$ cat config.mk
export PLATFORM = sky130hd
export DESIGN_NAME = smr_reg_bank
export DESIGN_NICKNAME = d
export VERILOG_FILES = /design/src/smr_pkg.sv /design/src/smr_res_if.sv /design/src/smr_reg_bank.sv /design/src/smr_result_store.sv
export VERILOG_INCLUDE_DIRS = /design/src /design/src/src
export SDC_FILE = /design/constraint.sdc
export NUM_CORES = 1
export LEC_CHECK = 0
export ABC_AREA = 1
export BUFFER_PORTS_ARGS = -buffer_cell sky130_fd_sc_hd__buf_2
export CAP_MARGIN = 15
export CORE_MARGIN = 8
export CORE_UTILIZATION = 51
export CTS_CLUSTER_SIZE = 40
export DETAILED_ROUTE_END_ITERATION = 10
export PLACE_DENSITY = 0.87
export REMOVE_ABC_BUFFERS = 1
export SYNTH_ARGS = -nofsm -noshare
export SYNTH_HDL_FRONTEND = slang
export SYNTH_SLANG_ARGS = --single-unit
$ cat constraint.sdc
create_clock -name clk_in -period 4.55 [get_ports clk_in]
set_input_delay 0.455 -clock clk_in [delete_from_list [all_inputs] [get_ports clk_in]]
set_output_delay 0.455 -clock clk_in [all_outputs]
set_load 0.005 [all_outputs]
$ cat src/smr_defs.svh
// Purpose: Offsets, field positions and reset values of the switch-monitor register bank
// Assumes: Included by bare name from the bank, result store and test modules
// Notes:   Definitions only
`ifndef SMR_DEFS_SVH
`define SMR_DEFS_SVH

// ==========================================================================
// Register offsets (word addresses on the register port)
`define SMR_ADDR_RES_18_19   6'h13
`define SMR_ADDR_RES_20_21   6'h14
`define SMR_ADDR_RES_22_23   6'h15
`define SMR_ADDR_RES_SUPPLY  6'h16
`define SMR_ADDR_CONFIG      6'h1a

// ==========================================================================
// Result word layout
`define SMR_RES_ODD_LSB      10
`define SMR_RES_ODD_MSB      19
`define SMR_RES_EVEN_LSB     0
`define SMR_RES_EVEN_MSB     9
`define SMR_RES_RESET        24'h000000

// ==========================================================================
// Main configuration fields
`define SMR_CFG_DIV_SEL      23
`define SMR_CFG_SELFCHK_EN   22
`define SMR_CFG_WET_MSB      21
`define SMR_CFG_WET_LSB      18
`define SMR_CFG_SUPPLY_EN    17
`define SMR_CFG_TCUT_SRC     16
`define SMR_CFG_DEBOUNCE_MSB 15
`define SMR_CFG_DEBOUNCE_LSB 14
`define SMR_CFG_TCUT_SINK    13
`define SMR_CFG_INT_CFG      12
`define SMR_CFG_TRIGGER      11
`define SMR_CFG_POLL_EN      10
`define SMR_CFG_CRC_TRIG     9
`define SMR_CFG_ACT_MSB      8
`define SMR_CFG_ACT_LSB      5
`define SMR_CFG_PERIOD_MSB   4
`define SMR_CFG_PERIOD_LSB   1
`define SMR_CFG_RESET_REQ    0
`define SMR_CFG_RESET        24'h000000

// ==========================================================================
// Supply divider factors
`define SMR_DIV_LOW          4'h3
`define SMR_DIV_HIGH         4'ha

`endif

$ cat src/smr_pkg.sv
// Purpose: Types shared by the switch-monitor register bank
// Assumes: smr_defs.svh holds the numbers
// Notes:   Types only
package smr_pkg;
    // ======================================================================
    // Result channel index: three pairs of inputs plus supply and self-check
    typedef enum logic [2:0] {
        SMR_CH_IN18    = 3'h0,
        SMR_CH_IN19    = 3'h1,
        SMR_CH_IN20    = 3'h2,
        SMR_CH_IN21    = 3'h3,
        SMR_CH_IN22    = 3'h4,
        SMR_CH_IN23    = 3'h5,
        SMR_CH_SUPPLY  = 3'h6,
        SMR_CH_SELFCHK = 3'h7
    } smr_chan_t;

    typedef logic [9:0]  smr_value_t;   // One conversion result
    typedef logic [23:0] smr_word_t;    // One register word
endpackage : smr_pkg

$ cat src/smr_res_if.sv
// Purpose: Carrier between bank top and result store
// Assumes: Single clock domain
// Notes:   Write side fills results, read side selects a pair word
`timescale 1ns/1ns
`default_nettype none
interface smr_res_if;
    import smr_pkg::*;
    logic       wr_valid;     // Store one conversion result
    smr_chan_t  wr_chan;      // Which channel it belongs to
    smr_value_t wr_value;     // The 10-bit result
    logic       rd_en;        // Fetch a pair word
    logic [1:0] rd_pair;      // 0: in18/19 .. 3: supply/self-check
    smr_word_t  rd_word;      // Registered pair word, zero when not fetched

    modport top   (output wr_valid, wr_chan, wr_value, rd_en, rd_pair, input rd_word);
    modport store (input wr_valid, wr_chan, wr_value, rd_en, rd_pair, output rd_word);
endinterface : smr_res_if
`default_nettype wire

$ cat src/smr_reg_bank.sv
// Purpose: Result and main configuration registers of the switch monitor
// Assumes: Register port driven by the serial front end on the same clock
// Notes:   One-cycle registered read answer; unmapped reads return zero
`timescale 1ns/1ns
`default_nettype none
`include "smr_defs.svh"
module smr_reg_bank
    import smr_pkg::*;
(
    input  wire logic       clk_in,            // 10 MHz system clock
    input  wire logic       reset_n_in,        // Asynchronous reset, active low
    input  wire logic [5:0] reg_addr_in,       // Register address
    input  wire logic       reg_wr_in,         // Write strobe
    input  wire logic       reg_rd_in,         // Read strobe
    input  wire logic [23:0] reg_wdata_in,     // Write data
    output logic [23:0]     reg_rdata_out,     // Read data
    output logic            reg_rvalid_out,    // Read data valid pulse
    input  wire logic       conv_valid_in,     // Conversion result strobe
    input  wire logic [2:0] conv_chan_in,      // Conversion channel
    input  wire logic [9:0] conv_value_in,     // Conversion value
    input  wire logic       poll_end_in,       // Polling cycle end pulse
    output logic            supply_meas_req_out, // Start supply measurement
    output logic            selfcheck_req_out, // Start converter self-check
    output logic [3:0]      supply_divider_out,  // Divide factor in use
    output logic [23:0]     config_out,        // Configuration fields to the core
    output logic            soft_reset_out     // Reset request pulse
);
    // ======================================================================
    // Reset release: two flip-flops
    logic rst_meta_reg;                        // First stage, read only by second
    logic rst_sync_reg;                        // Second stage
    logic rst_n;                               // Synchronised reset

    // Release is delayed two edges so no flop leaves reset on a marginal edge
    always_ff @(posedge clk_in or negedge reset_n_in) begin
        if (!reset_n_in) begin
            rst_meta_reg <= 1'b0;
            rst_sync_reg <= 1'b0;
        end else begin
            rst_meta_reg <= 1'b1;
            rst_sync_reg <= rst_meta_reg;
        end
    end

    assign rst_n = rst_sync_reg;

    // ======================================================================
    // Address decode helper
    function automatic logic smr_hit(input logic [5:0] a, input logic [5:0] b);
        return a == b;
    endfunction : smr_hit

    // ======================================================================
    // Configuration and request state
    smr_word_t cfg_reg;                        // Main configuration
    smr_word_t cfg_next;
    smr_word_t cfg_rd_reg;                     // Config read path, zero if unselected
    smr_word_t cfg_rd_next;
    logic      rvalid_reg;
    logic      rvalid_next;
    logic      supply_req_reg;
    logic      supply_req_next;
    logic      self_req_reg;
    logic      self_req_next;
    logic      srst_reg;
    logic      srst_next;
    logic      res_hit;                        // Address names a result word

    smr_res_if res ();

    always_comb begin
        res_hit = smr_hit(reg_addr_in, `SMR_ADDR_RES_18_19) |
                  smr_hit(reg_addr_in, `SMR_ADDR_RES_20_21) |
                  smr_hit(reg_addr_in, `SMR_ADDR_RES_22_23) |
                  smr_hit(reg_addr_in, `SMR_ADDR_RES_SUPPLY);
        cfg_next    = cfg_reg;
        srst_next   = 1'b0;
        // Writes land only on configuration; result words ignore writes
        if (reg_wr_in && smr_hit(reg_addr_in, `SMR_ADDR_CONFIG)) begin
            cfg_next  = reg_wdata_in;
            // Reset request bit does not stick: it fires one pulse
            cfg_next[`SMR_CFG_RESET_REQ] = 1'b0;
            srst_next = reg_wdata_in[`SMR_CFG_RESET_REQ];
        end
        // Soft reset returns configuration to its reset value
        if (srst_reg) begin
            cfg_next = `SMR_CFG_RESET;
        end
        cfg_rd_next = 24'h000000;
        if (reg_rd_in && smr_hit(reg_addr_in, `SMR_ADDR_CONFIG)) begin
            cfg_rd_next = cfg_reg;
        end
        rvalid_next     = reg_rd_in;
        supply_req_next = poll_end_in && cfg_reg[`SMR_CFG_SUPPLY_EN];
        self_req_next   = poll_end_in && cfg_reg[`SMR_CFG_SELFCHK_EN];
    end

    always_ff @(posedge clk_in or negedge rst_n) begin
        if (!rst_n) begin
            cfg_reg        <= `SMR_CFG_RESET;
            cfg_rd_reg     <= 24'h000000;
            rvalid_reg     <= 1'b0;
            supply_req_reg <= 1'b0;
            self_req_reg   <= 1'b0;
            srst_reg       <= 1'b0;
        end else begin
            cfg_reg        <= cfg_next;
            cfg_rd_reg     <= cfg_rd_next;
            rvalid_reg     <= rvalid_next;
            supply_req_reg <= supply_req_next;
            self_req_reg   <= self_req_next;
            srst_reg       <= srst_next;
        end
    end

    // ======================================================================
    // Result store hookup
    assign res.wr_valid = conv_valid_in;
    assign res.wr_chan  = smr_chan_t'(conv_chan_in);   // 6: supply, 7: self
    assign res.wr_value = conv_value_in;
    assign res.rd_en    = reg_rd_in && res_hit;
    assign res.rd_pair  = 2'(reg_addr_in - `SMR_ADDR_RES_18_19);

    smr_result_store smr_result_store_inst (
        .clk_in   (clk_in),
        .rst_n_in (rst_n),
        .res      (res)
    );

    // ======================================================================
    // Outputs; only one read path is nonzero at a time
    assign reg_rdata_out       = res.rd_word | cfg_rd_reg;
    assign reg_rvalid_out      = rvalid_reg;
    assign supply_meas_req_out = supply_req_reg;
    assign selfcheck_req_out   = self_req_reg;
    assign supply_divider_out  = cfg_reg[`SMR_CFG_DIV_SEL] ? `SMR_DIV_HIGH : `SMR_DIV_LOW;
    assign config_out          = cfg_reg;
    assign soft_reset_out      = srst_reg;

    // ======================================================================
    // Checks
    property p_pair_layout;
        @(posedge clk_in) disable iff (!rst_n)
        (conv_valid_in && conv_chan_in == 3'h5) ##1 (reg_rd_in && reg_addr_in == 6'h15
            && !conv_valid_in) |=> reg_rdata_out[19:10] == $past(conv_value_in, 2);
    endproperty
    a_pair_layout: assert property (p_pair_layout) else $error("odd result misplaced");

    property p_reserved_zero;
        @(posedge clk_in) disable iff (!rst_n)
        reg_rvalid_out && !$past(smr_hit(reg_addr_in, 6'h1a)) |-> reg_rdata_out[23:20] == 4'h0;
    endproperty
    a_reserved_zero: assert property (p_reserved_zero) else $error("reserved result bits set");

    property p_unmapped_zero;
        @(posedge clk_in) disable iff (!rst_n)
        reg_rd_in && reg_addr_in == 6'h17 |=> reg_rvalid_out && reg_rdata_out == 24'h0;
    endproperty
    a_unmapped_zero: assert property (p_unmapped_zero) else $error("unmapped read not zero");

    property p_selfchk_pos;
        @(posedge clk_in) disable iff (!rst_n)
        (conv_valid_in && conv_chan_in == 3'h7) ##1 (reg_rd_in && reg_addr_in == 6'h16
            && !conv_valid_in) |=> reg_rdata_out[19:10] == $past(conv_value_in, 2);
    endproperty
    a_selfchk_pos: assert property (p_selfchk_pos) else $error("self-check result misplaced");

    property p_supply_pos;
        @(posedge clk_in) disable iff (!rst_n)
        (conv_valid_in && conv_chan_in == 3'h6) ##1 (reg_rd_in && reg_addr_in == 6'h16
            && !conv_valid_in) |=> reg_rdata_out[9:0] == $past(conv_value_in, 2);
    endproperty
    a_supply_pos: assert property (p_supply_pos) else $error("supply result misplaced");

    property p_cfg_write;
        @(posedge clk_in) disable iff (!rst_n)
        reg_wr_in && reg_addr_in == 6'h1a && !srst_reg
            |=> config_out[23:1] == $past(reg_wdata_in[23:1]);
    endproperty
    a_cfg_write: assert property (p_cfg_write) else $error("config write lost");

    property p_reset_req;
        @(posedge clk_in) disable iff (!rst_n)
        reg_wr_in && reg_addr_in == 6'h1a && reg_wdata_in[0]
            |=> soft_reset_out ##1 (config_out == 24'h0 && !soft_reset_out);
    endproperty
    a_reset_req: assert property (p_reset_req) else $error("reset request misbehaved");

    property p_supply_req;
        @(posedge clk_in) disable iff (!rst_n)
        poll_end_in |=> supply_meas_req_out == $past(config_out[17]);
    endproperty
    a_supply_req: assert property (p_supply_req) else $error("supply request wrong");

    property p_divider;
        @(posedge clk_in) disable iff (!rst_n)
        supply_divider_out == (config_out[23] ? 4'ha : 4'h3);
    endproperty
    a_divider: assert property (p_divider) else $error("divider factor wrong");

    property p_selfchk_req;
        @(posedge clk_in) disable iff (!rst_n)
        selfcheck_req_out |-> $past(poll_end_in) && $past(config_out[22]);
    endproperty
    a_selfchk_req: assert property (p_selfchk_req) else $error("self-check request unexpected");
endmodule : smr_reg_bank
`default_nettype wire

$ cat src/smr_result_store.sv
// Purpose: Holds the eight 10-bit results and forms the read-only pair words
// Assumes: Reset already synchronised by the top
// Notes:   Read word comes out of a register one cycle after rd_en
`timescale 1ns/1ns
`default_nettype none
`include "smr_defs.svh"
module smr_result_store
    import smr_pkg::*;
(
    input  wire logic clk_in,     // System clock
    input  wire logic rst_n_in,   // Synchronised reset, active low
    smr_res_if.store  res         // Result traffic
);
    // ======================================================================
    // Storage
    smr_value_t val_reg  [8];     // One slot per channel
    smr_value_t val_next [8];
    smr_word_t  rd_reg;           // Registered read word
    smr_word_t  rd_next;

    // Next values: newest conversion overwrites its slot
    always_comb begin
        for (int i = 0; i < 8; i++) begin
            val_next[i] = val_reg[i];
        end
        if (res.wr_valid) begin
            val_next[res.wr_chan] = res.wr_value;
        end
        // Pair word: upper nibble reserved zero, odd above even
        rd_next = `SMR_RES_RESET;
        if (res.rd_en) begin
            rd_next[`SMR_RES_ODD_MSB:`SMR_RES_ODD_LSB]   = val_reg[{res.rd_pair, 1'b1}];
            rd_next[`SMR_RES_EVEN_MSB:`SMR_RES_EVEN_LSB] = val_reg[{res.rd_pair, 1'b0}];
        end
    end

    // Registers: all results clear on reset
    always_ff @(posedge clk_in or negedge rst_n_in) begin
        if (!rst_n_in) begin
            for (int i = 0; i < 8; i++) begin
                val_reg[i] <= 10'h000;
            end
            rd_reg <= 24'h000000;
        end else begin
            val_reg <= val_next;
            rd_reg  <= rd_next;
        end
    end

    assign res.rd_word = rd_reg;
endmodule : smr_result_store
`default_nettype wire

# Word level (Yosys, flattened, before mapping)
# Cells that the tools add are included.
# op_classes
n_addsub,1
order_cmp,4
eq_ne,5
n_mux,15
n_bitwise,7
n_reduce_logical,7
# ops
cell,count
$bwmux 80,1
$mux 24,3
$bmux 10 s3,2
$mux 10,5
$demux 10 s3,1
$eq 6x5->1 const B,5
$or 20x24->24,1
$mux 20,1
$ge 4x4->1 const B,3
$not 3->4,3
$logic_and 1x1->1,6
$lt 4x1->1 const B,1
$mux 4,1
$or 1x1->1,3
$reduce_bool 2->1,1
$sub 2x2->2 const B,1
$mux 1,1
# totals
regBits,154
inputBits,49
out_inout_bits,56
elab_cells,56

# Depth between registers and ports, before layout
# Gate-level depths: netlist (run 1).
# logic_depth
ltp_word,6
mapped_depth,10
depth_no_buf,7

# By module
# A second synthesis (run 1) with hierarchy kept.
# unflattened
hier_cells,785
hier_area_um2,6754.0
# modules_own_cells
module,n_inst,cells_per_inst,area_each_um2,seq_area_each_um2
smr_result_store,1,547,4503.1,2502.4
smr_reg_bank,1,238,2250.9,1301.2

# Worst setup path after synthesis (run 1)
# OpenSTA, ideal clock, no wires.
# synth_path
path_kind,input to register
start,input reg_addr_in[0]
end,register cfg_reg[10] (netlist: config_out[10])
setup_time_ns,0.118
t_arrival_ns,1.574
required_ns,4.432
path_slack_ns,2.858
stages,10
path_buffers,3
path_cell_list,buf_2 -> inv_2 -> buf_2 -> ha_1 -> nand2_1 -> nor2_1 -> nand3_2 -> buf_6 -> nand3_1 -> nand2_1
# synth_between
elab_chain_len,3
# synth_lines
item,line_no,text
"start, declared",smr_reg_bank.sv:12,"input wire logic [5:0] reg_addr_in,"
$eq 6x5->1,smr_reg_bank.sv:50,return a == b;
$logic_and 1x1->1,smr_reg_bank.sv:79,"if (reg_wr_in && smr_hit(reg_addr_in, `SMR_ADDR_CONFIG)) begin"
$reduce_bool 2->1 (no line),n/a,
"end signal, assigned",smr_reg_bank.sv:100,cfg_reg <= `SMR_CFG_RESET;
"end signal, assigned",smr_reg_bank.sv:107,cfg_reg <= cfg_next;
"end, declared",smr_reg_bank.sv:55,smr_word_t cfg_reg;
# No other way between the ends.
# A chain may end at the register's enable or synchronous reset.

# Worst setup path after layout (run 1)
# layout_path
start,input reg_addr_in[0]
end,register smr_result_store_inst.rd_reg[10] (netlist: smr_result_store_inst.res.rd_word[10])
# layout_between
elab_chain_len,6
elab_cells_between_ends,14
cone_classes,1 x add/sub; 4 x eq/ne; 4 x mux; 4 x bitwise; 1 x reduce/logical
# layout_lines
item,line_no,text
$sub 2x2->2 (no line) or $eq 6x5->1 (tied branches),n/a,
$not 3->4 (not written as such) or $or 1x1->1 (tied branches),"smr_result_store.sv:32, smr_reg_bank.sv:72",
$bmux 10 s3 or $or 1x1->1 (tied branches),"smr_result_store.sv:32, smr_reg_bank.sv:72",
$mux 10 (not written as such) or $or 1x1->1 (tied branches),"smr_result_store.sv:32, smr_reg_bank.sv:72",
$mux 10 (not written as such) or $logic_and 1x1->1 (tied branches),"smr_result_store.sv:32, smr_reg_bank.sv:121",
$mux 20 (*),smr_result_store.sv:31,if (res.rd_en) begin
net smr_result_store_inst.rd_next[10],smr_result_store.sv:19,smr_word_t rd_next;
"end signal, assigned",smr_result_store.sv:46,rd_reg <= rd_next;
"end, declared",smr_result_store.sv:18,smr_word_t rd_reg;
# Mark *: on every way through the listed nets, which the timed path passes. The rest lies on a longest branch. The select of a mux whose other input is x is not followed.

==> run metrics, run 1 <==
WP data required=4.89 ns; max-capacitance violation count=0; syn_area_per_cell=approximately 8.3 um2; Final Setup Violations=0; gr usage total=19.73%; Area after DPL=0.007236 mm2; Slew HR=about 29%; Diodes inserted=0; global placer's final weighted congestion=between 0.8 and 0.9; Final min period=~2.5 ns; Critical Path Source Type=input pin; worst reg2reg startpoint=rst_n$_DFF_PN0_; final worst path period share=a little under three fifths; Starting Density=roughly half; core area=approximately 0.013 mm2; final antenna-violating net count=0; Final Slew Violations=0; IO Count=105; Reg2Reg Depth=1; drt via density=between 5 and 6; synth top area cells=dfrtp_1 56%, nand2_1 12%, inv_1 8.0%; max FFs per register=80; fin area=about 0.008 mm2; post-synthesis register bit count=roughly 150; Cell variety after synth=23; Synthesis Warnings=0; Nets=between 900 and 1,000; ys async rst share=100.0%; top_reg_cell synth=dfrtp_1; Fin Setup TNS=0 ns; Hold Path Class=input pin to register; FF+latch area=0.003807 mm2; Mapped Cells=817; initial antenna violation count=0; root buf cell=clkbuf_16; Port Buf Inserts=101; global-route wire length before repair=27.70 mm; Crit Path Max Fanout=42; Synth area leader=dfrtp_1; Post-synth EDFFs=0; Max Buffers Root-to-Sink=2; max frequency=a little under 400 MHz; Layout fillers=roughly 1,000; WL/cell=15.46 um; worst setup skew after layout=roughly 0.0051 ns; most frequent cells in the layout=215 x nand2_1, 151 x dfrtp_1, 144 x inv_1, 101 x buf_2, 64 x nand3_1; Iter 0 DRT Violations=around 560; area occupied by multi-input gates=about 0.0021 mm2; Setup CP Type=input pin to register; post-CTS resize count=0; Worst Path Arrival=2.86 ns; global route total overflow=0; vias in the first global route=between 5,000 and 6,000; Worst Tran Pin Value=between 1 and 1.5 ns; CTS tree=done; R2R Setup Slk=between 2 and 3 ns; routed vias=~5,600; CP endpoint kind=register; post-detail-place hpwl=10.05 mm; later-pin clock latency in the skew report=between 0.4 and 0.5 ns; synth-to-layout area growth=16.40%; DRC violations left=0; RSZ-0062 raised after global routing=false; total CTS buffers=17; total power=3.544 mW; reg2reg end=cfg_rd_reg[19]$_DFF_PN0_; utilization after layout=60.19%; status=finished, final reports clean; Die Area=0.01721 mm2; drt first pass iters=5; row count=42; post-synthesis sequential area ratio=between 50 and 60%; hold path startpoint=reg_rd_in; Setup crit end=smr_result_store_inst.res.rd_word[10]$_DFF_PN0_; WL final=approximately 17 mm; largest net degree at the start of global routing=84; Syn Std Cell Area=between 0.006 and 0.007 mm2; depth of the CTS H-tree=4; Synth top area share=~56%; Static Leak=around 4.5 nW; worst setup path start=reg_addr_in[0]; Die H=131.2 um; Fin. Hold Viols=0; layout cells sized above 1=between 10% and 20%; Max VDD drop=around 0.32 mV; pwr dens=between 400 and 500 mW/mm2; # clock sinks=152; die width=about 130 um; commonest non-fill, non-tap cell in the layout=nand2_1; clock slew at reported path FFs=~0.060 ns
Yosys cell counts, types with 3 or more instances:
cell and n:
nand2_1 215, dfrtp_1 152, inv_1 144, nand3_1 64, nor2_1 51, o21ai_0 47, o21ai_1 33, buf_2 26
nand4_1 24, or2_2 19, buf_4 12, clkbuf_1 6, buf_6 4, ha_1 4, inv_2 3
cell type report:
type                            count  share of cell area, %
Clock buffer                       23                  6.322
Timing Repair Buffer              108                  7.212
Multi-Input combinational cell    468                  26.83
Sequential cell                   152                  48.34
Clock inverter                      8                  1.493
Inverter                          147                  7.006
Tap cell                          176                  2.796
metrics by stage:
stage / cells / setup slack [ns] / hold WS (ns)
after floorplan: 767 / 0.001251 / 0.1594
after global placement: 1049 / 1.745 / 0.2401
final: 1082 / 2.031 / 0.1915
after detailed placement: 1049 / 1.642 / 0.2423
after CTS: 1081 / 2.040 / 0.1789
after global routing: 1082 / 1.867 / 0.1874
cells by family (layout without fill, tap and decap cells):
| kind of cell | count (synthesis) | count (layout) | share of synthesized area (%) |
|---|---|---|---|
| AO/OA/AOI/OAI | 80 | 80 | 5.917 |
| adder cells (fa/ha/maj) | 4 | 4 | 0.7397 |
| buffers and inverters | 199 | 286 | 12.67 |
| flip-flops | 152 | 152 | 56.21 |
| other | 2 | 4 | 0.1110 |
| AND/OR/NAND/NOR | 380 | 380 | 24.35 |
timing repair:
item,in CTS,in global routing
hold endpoints to repair,2,0
hold buffers,1,0
setup buffers,0,0
power by group:
group          switching [mW]  internal, mW  leakage [nW]  total (mW)
sequential              0.108          1.52          1.99        1.63
combinational           0.284         0.178          2.18       0.462
clock                   0.526         0.929         0.305        1.45
total                   0.919          2.63          4.47        3.54
worst min-delay path by stage:
stage | to | slack, ns | cells after the start
final | reg_rvalid_out$_DFF_PN0_ | 0.19 | 1
after global routing | reg_rvalid_out$_DFF_PN0_ | 0.19 | 1
after CTS | reg_rvalid_out$_DFF_PN0_ | 0.18 | 1
after detailed placement | rst_meta_reg$_DFF_PN0_ | 0.24 | 1
after global placement | rst_meta_reg$_DFF_PN0_ | 0.24 | 1
after floorplan | rst_meta_reg$_DFF_PN0_ | 0.16 | 0
routing by layer:
metal  GRT usage, %  routed length [um]  vias to the layer above  part of all wire [%]
met5              0                   0                        -                     0
met2          33.17                8385                      251                    50
li1               -                   -                     2620                     -
met1          23.89                6652                     2674                    40
met4          8.844                 418                        0                   2.5
met3          4.268                1267                       42                   7.6
worst max-delay path, stage by stage:
cell and delay, ns:
buf_2 0.11, inv_2 0.55, ha_1 0.35, buf_4 0.23, inv_1 0.64, nand3_1 0.19
nand2_1 0.12, inv_1 0.05, nor2_1 0.13
(Power assumes the default switching activity.)
==> inputs of run 2 (changes only) <==
==> constraint.sdc (replaced) <==
create_clock -name clk_in -period 2.3 [get_ports clk_in]
set_input_delay 0.23 -clock clk_in [delete_from_list [all_inputs] [get_ports clk_in]]
set_output_delay 0.23 -clock clk_in [all_outputs]
set_load 0.005 [all_outputs]
==> run 2 against run 1 <==
Net effect: count of clock-buffer cells in the layout down 3; sequential power grew 97%; clock power is 88% higher; clock skew is 0.0020 ns higher; critical endpoint is now reg_rdata_out[5]; largest power group unchanged.
==> run metrics, run 2 (synthesis results as in run 1) <==
status=finished, final reports clean; Hold Path Class=input pin to register; CP endpoint kind=primary output; Starting Density=51.71% (unchanged); Port Buf Inserts=101 (unchanged); global placer's final weighted congestion=0.7875 (-2.0%); Crit Path Max Fanout=1 (-98%); placed instance count=1,056 (+0.67%); final worst path period share=65.81%; total CTS buffers=17 (unchanged); Final min period=around 1.5 ns; Final Slew Violations=0 (unchanged); pwr dens=865.8 mW/mm2 (+92%); Critical Path Source Type=register; Reg2Reg Depth=3 (+2); commonest non-fill, non-tap cell in the layout=nand2_1; row count=42 (unchanged); Slew HR=46.91% (+17 points); later-pin clock latency in the skew report=0.42 ns (about the same); core area=0.01309 mm2 (unchanged); gr usage total=19.23% (-0.51 points); global route total overflow=0 (unchanged); R2R Setup Slk=1.03 ns (-1.95 ns); WL/cell=15.11 um (-2.2%); Iter 0 DRT Violations=423 (-24%); Worst Tran Pin Value=0.7944 ns (-0.2640 ns); Die Area=0.01721 mm2 (unchanged); initial antenna violation count=0 (unchanged); final antenna-violating net count=0 (unchanged); Hold WS=0.01355 ns (-0.1780 ns); vias in the first global route=5,433 (-2.0%); global-route wire length before repair=26.92 mm (-2.8%); layout cells sized above 1=19.04% (+0.60 points); Worst Hold Depth=3 (+2); setup ws final=0.7863 ns (-1.244 ns); Max Buffers Root-to-Sink=2 (unchanged); depth of the CTS H-tree=4 (unchanged); drt first pass iters=6 (+1); root buf cell=clkbuf_16; WL final=16.47 mm (-1.5%); synth-to-layout area growth=17.18%; Die H=131.2 um (unchanged); max-capacitance violation count=0 (unchanged); Nets=954 (+0.74%); RSZ-0062 raised after global routing=false; Diodes inserted=0 (unchanged); DRC violations left=0 (unchanged); Finished Layout Cells=1,090 (+0.74%); largest net degree at the start of global routing=51 (-39%); Worst Path Arrival=1.28 ns (-1.58 ns); # clock sinks=152 (unchanged); worst hold endpoint=soft_reset_out$_DFF_PN0_; max frequency=about 660 MHz; worst reg2reg startpoint=soft_reset_out$_DFF_PN0_; Fin. Hold Viols=0 (unchanged); Static Leak=4.496 nW (+0.54%); hold path startpoint=reg_wdata_in[0]; routed vias=5,527 (-1.1%); worst setup skew after layout=0.007077 ns (+0.001994 ns); post-detail-place hpwl=10.39 mm (+3.3%); die width=131.2 um (unchanged); clock slew at reported path FFs=0.06 ns (about the same); Setup CP Type=register to primary output; reg2reg end=config_out[9]$_DFFE_PN0P_; CTS tree=done; max FFs per register=80 (unchanged); DP Worst Slack=0.5879 ns (-1.054 ns); Max VDD drop=0.5719 mV (+80%); setup bufs post-CTS=0 (unchanged); most frequent cells in the layout=215 x nand2_1, 151 x dfrtp_1, 144 x inv_1, 101 x buf_2, 64 x nand3_1; WP data required=2.07 ns (-2.82 ns); drt via density=5.071 (-1.8%); post-CTS resize count=0 (unchanged); Final Setup Violations=0 (unchanged); IO Count=105 (unchanged)
## run 2: layout make-up
type,count,area [um2]
Tap cell,176,220.2
Multi-Input combinational cell,468,2113
Inverter,147,551.8
Sequential cell,152,3807
Clock inverter,12,126.4
Fill cell,1012,5156
Clock buffer,20,456.7
Timing Repair Buffer,115,653.1
## run 2: worst max path at each step
stage	end	start	slack, ns
floorplan	cfg_rd_reg[10]$_DFF_PN0_	rst_n$_DFF_PN0_	-2.25
global placement	smr_result_store_inst.res.rd_word[19]$_DFF_PN0_	reg_addr_in[0]	0.62
finish	reg_rdata_out[5]	cfg_rd_reg[5]$_DFF_PN0_	0.79
global route	reg_rdata_out[5]	cfg_rd_reg[5]$_DFF_PN0_	0.76
CTS	reg_rdata_out[5]	cfg_rd_reg[5]$_DFF_PN0_	0.77
detailed placement	cfg_rd_reg[5]$_DFF_PN0_	reg_addr_in[0]	0.59
## run 2: power breakdown
group	internal (mW)	leakage, nW	total [mW]	switching, mW
clock network	1.65	0.286	2.72	1.08
registers	3.00	1.99	3.21	0.205
logic	0.366	2.22	0.933	0.567
total	5.02	4.50	6.87	1.85
## run 2: metal layers
metal	track usage (%)	vias to the layer above	share of wire, %
met1	22.16	2602	39
li1	-	2641	-
met4	7.747	0	2.3
met2	33.31	245	50
met3	5.107	39	8.0
met5	0	-	0
## run 2: through the flow
stage	TNS, ns	power, mW	cell area, um2	utilization, %
floorplan	-337.31	3.802	6469	-
global placement	0	4.091	7326	55.99
detailed placement	0	4.148	7326	55.99
CTS	0	6.880	7929	60.59
global route	0	7.166	7929	60.59
finish	0	6.865	7929	60.59
## run 2: critical path: stages, from the launching register on
cell and delay [ns]:
dfrtp_1 0.40, or2_2 0.33, buf_2 0.14
## run 2: repair_timing
action	in CTS	in global routing
setup endpoints to repair	0	0
hold buffers	2	0
endpoints found under the hold margin	3	0
==> inputs of run 3 (changes only) <==
==> constraint.sdc (replaced) <==
create_clock -name clk_in -period 1.39 [get_ports clk_in]
set_input_delay 0.139 -clock clk_in [delete_from_list [all_inputs] [get_ports clk_in]]
set_output_delay 0.139 -clock clk_in [all_outputs]
set_load 0.005 [all_outputs]
==> run 3 against run 2 <==
Net effect: sequential share of layout area fell by 3.6 points; sequential power rose by 65%; flip-flop and latch count unchanged; non-clock buffer count rose by 54; register-to-register slack worse by 0.77 ns; combinational power increased by 85%; global-route usage increased by 3.1 points; critical endpoint is now reg_rdata_out[16].
==> run metrics, run 3 (synthesis results as in run 1) <==
Die H=131.2 um (unchanged); layout cells sized above 1=19.94% (+0.90 points); WL/cell=16.60 um (+9.8%); Final Slew Violations=0 (unchanged); Critical Path Source Type=register; global placer's final weighted congestion=0.8339 (+5.9%); setup ws final=0.01641 ns (-0.7699 ns); final worst path period share=98.82%; Final min period=about 1.4 ns; RSZ-0062 raised after global routing=false; Worst Path Arrival=1.23 ns (-0.05 ns); Port Buf Inserts=101 (unchanged); FF+latch area=0.003807 mm2 (unchanged); Static Leak=4.772 nW (+6.1%); drt via density=5.273 (+4.0%); worst setup skew after layout=0.006991 ns (-0.00008551 ns); Nets=1,008 (+5.7%); Setup CP Type=register to primary output; final antenna-violating net count=0 (unchanged); Iter 0 DRT Violations=604 (+43%); worst-path cell with the longest stage delay=dfrtp_1; CTS tree=done; status=finished, final reports clean; Max Buffers Root-to-Sink=2 (unchanged); largest net degree at the start of global routing=41 (-20%); depth of the CTS H-tree=4 (unchanged); Reg2Reg Depth=4 (+1); Layout fillers=864 (-15%); post-detail-place hpwl=11.26 mm (+8.5%); global-route wire length before repair=30.89 mm (+15%); commonest non-fill, non-tap cell in the layout=nand2_1; initial antenna violation count=0 (unchanged); Diodes inserted=0 (unchanged); later-pin clock latency in the skew report=0.43 ns (about the same); worst reg2reg startpoint=soft_reset_out$_DFF_PN0_; root buf cell=clkbuf_16; worst setup path start=cfg_rd_reg[16]$_DFF_PN0_; Starting Density=51.71% (unchanged); Area after DPL=0.007564 mm2 (+3.2%); WP data required=1.25 ns (-0.82 ns); row count=42 (unchanged); Fin. Hold Viols=0 (unchanged); DP Worst Slack=0.06286 ns (-0.5250 ns); DRC violations left=0 (unchanged); gr usage total=22.29% (+3.1 points); Hold WS=0.01308 ns (-0.0004619 ns); pwr dens=1372 mW/mm2 (+58%); delay-heaviest family, CP=flip-flops; max-capacitance violation count=0 (unchanged); Max VDD drop=1.044 mV (+82%); total CTS buffers=17 (unchanged); die width=131.2 um (unchanged); WL final=18.99 mm (+15%); # clock sinks=152 (unchanged); utilization after layout=65.43% (+4.8 points); CP endpoint kind=primary output; core area=0.01309 mm2 (unchanged); Die Area=0.01721 mm2 (unchanged); Final Setup Violations=0 (unchanged); Crit Path Max Fanout=1 (unchanged); clock slew at reported path FFs=0.06 ns (about the same); fin area=0.008562 mm2 (+8.0%); crit-path cells=or2_2 > buf_2; synth-to-layout area growth=26.53%; vias in the first global route=6,164 (+13%); Hold Path Class=input pin to register; global route total overflow=0 (unchanged); drt first pass iters=5 (-1); Crit path depth=2 (unchanged); most frequent cells in the layout=215 x nand2_1, 151 x dfrtp_1, 144 x inv_1, 100 x buf_2, 64 x nand3_1; Buf/Inv on CP=1 (unchanged); largest stage delay on the critical path=0.37 ns (-0.03 ns); IO Count=105 (unchanged); max FFs per register=80 (unchanged); Worst Hold Depth=3 (unchanged); hold path startpoint=reg_wdata_in[21]; area occupied by multi-input gates=0.002131 mm2 (+0.83%); max frequency=roughly 730 MHz; routed vias=6,032 (+9.1%)
-- run 3: metrics by stage --
stage,total power [mW],cells,setup TNS (ns)
floorplan,6.290,767,-488.87
global placement,6.838,1076,0
detailed placement,6.930,1076,0
CTS,11.73,1144,0
global route,12.27,1144,0
finish,11.75,1144,0
-- run 3: layout make-up --
cell class / instances / area share (%)
well taps: 176 / 2.572
clock buffers: 26 / 6.182
flip-flops and latches: 152 / 44.47
clock inverters: 6 / 0.9937
repair buffers: 169 / 14.45
multi-input cells: 468 / 24.89
inverters: 147 / 6.445
-- run 3: timing repair --
| item | 4_1_cts | 5_1_grt |
|---|---|---|
| pin swaps | 0 | 1 |
| buffers inserted | 0 | 0 |
| endpoints found under the setup margin | 1 | 7 |
| resized for setup | 1 | 7 |
| hold endpoints to repair | 38 | 0 |
| gates cloned | 0 | 0 |
| hold buffers | 36 | 0 |
-- run 3: report_power, final --
part	switching, mW	internal (mW)	leakage, nW
sequential	0.341	4.97	1.99
combinational	1.01	0.715	2.49
clock	1.73	2.97	0.299
total	3.09	8.66	4.77
-- run 3: worst reg2reg max path: cells and delay by family, from the launching register on --
family                 cells  cell delay (ns)
buffers and inverters      2             0.46
flip-flops                 1             0.40
AND/OR/NAND/NOR            2             0.21
-- run 3: path summary, 6_finish.rpt --
path	to	slack, ns
worst max-delay path	reg_rdata_out[16]	0.02
worst min-delay path	config_out[21]$_DFFE_PN0P_	0.01
worst max register to register	config_out[21]$_DFFE_PN0P_	0.26
worst min register to register	smr_result_store_inst.val_reg[4]$_DFFE_PN0P_	0.30
max in group asynchronous	smr_result_store_inst.val_reg[32]$_DFFE_PN0P_	0.51
min in group asynchronous	rst_n$_DFF_PN0_	0.04
-- run 3: routing by layer --
| layer | track usage (%) | wire length [um] | share of wire, % | vias up |
|---|---|---|---|---|
| met5 | 0 | 0 | 0 | - |
| met4 | 10.39 | 588 | 3.1 | 0 |
| met3 | 6.288 | 1583 | 8.3 | 59 |
| met2 | 37.62 | 9512 | 50 | 310 |
| met1 | 25.78 | 7303 | 38 | 2909 |
| li1 | - | - | - | 2754 |
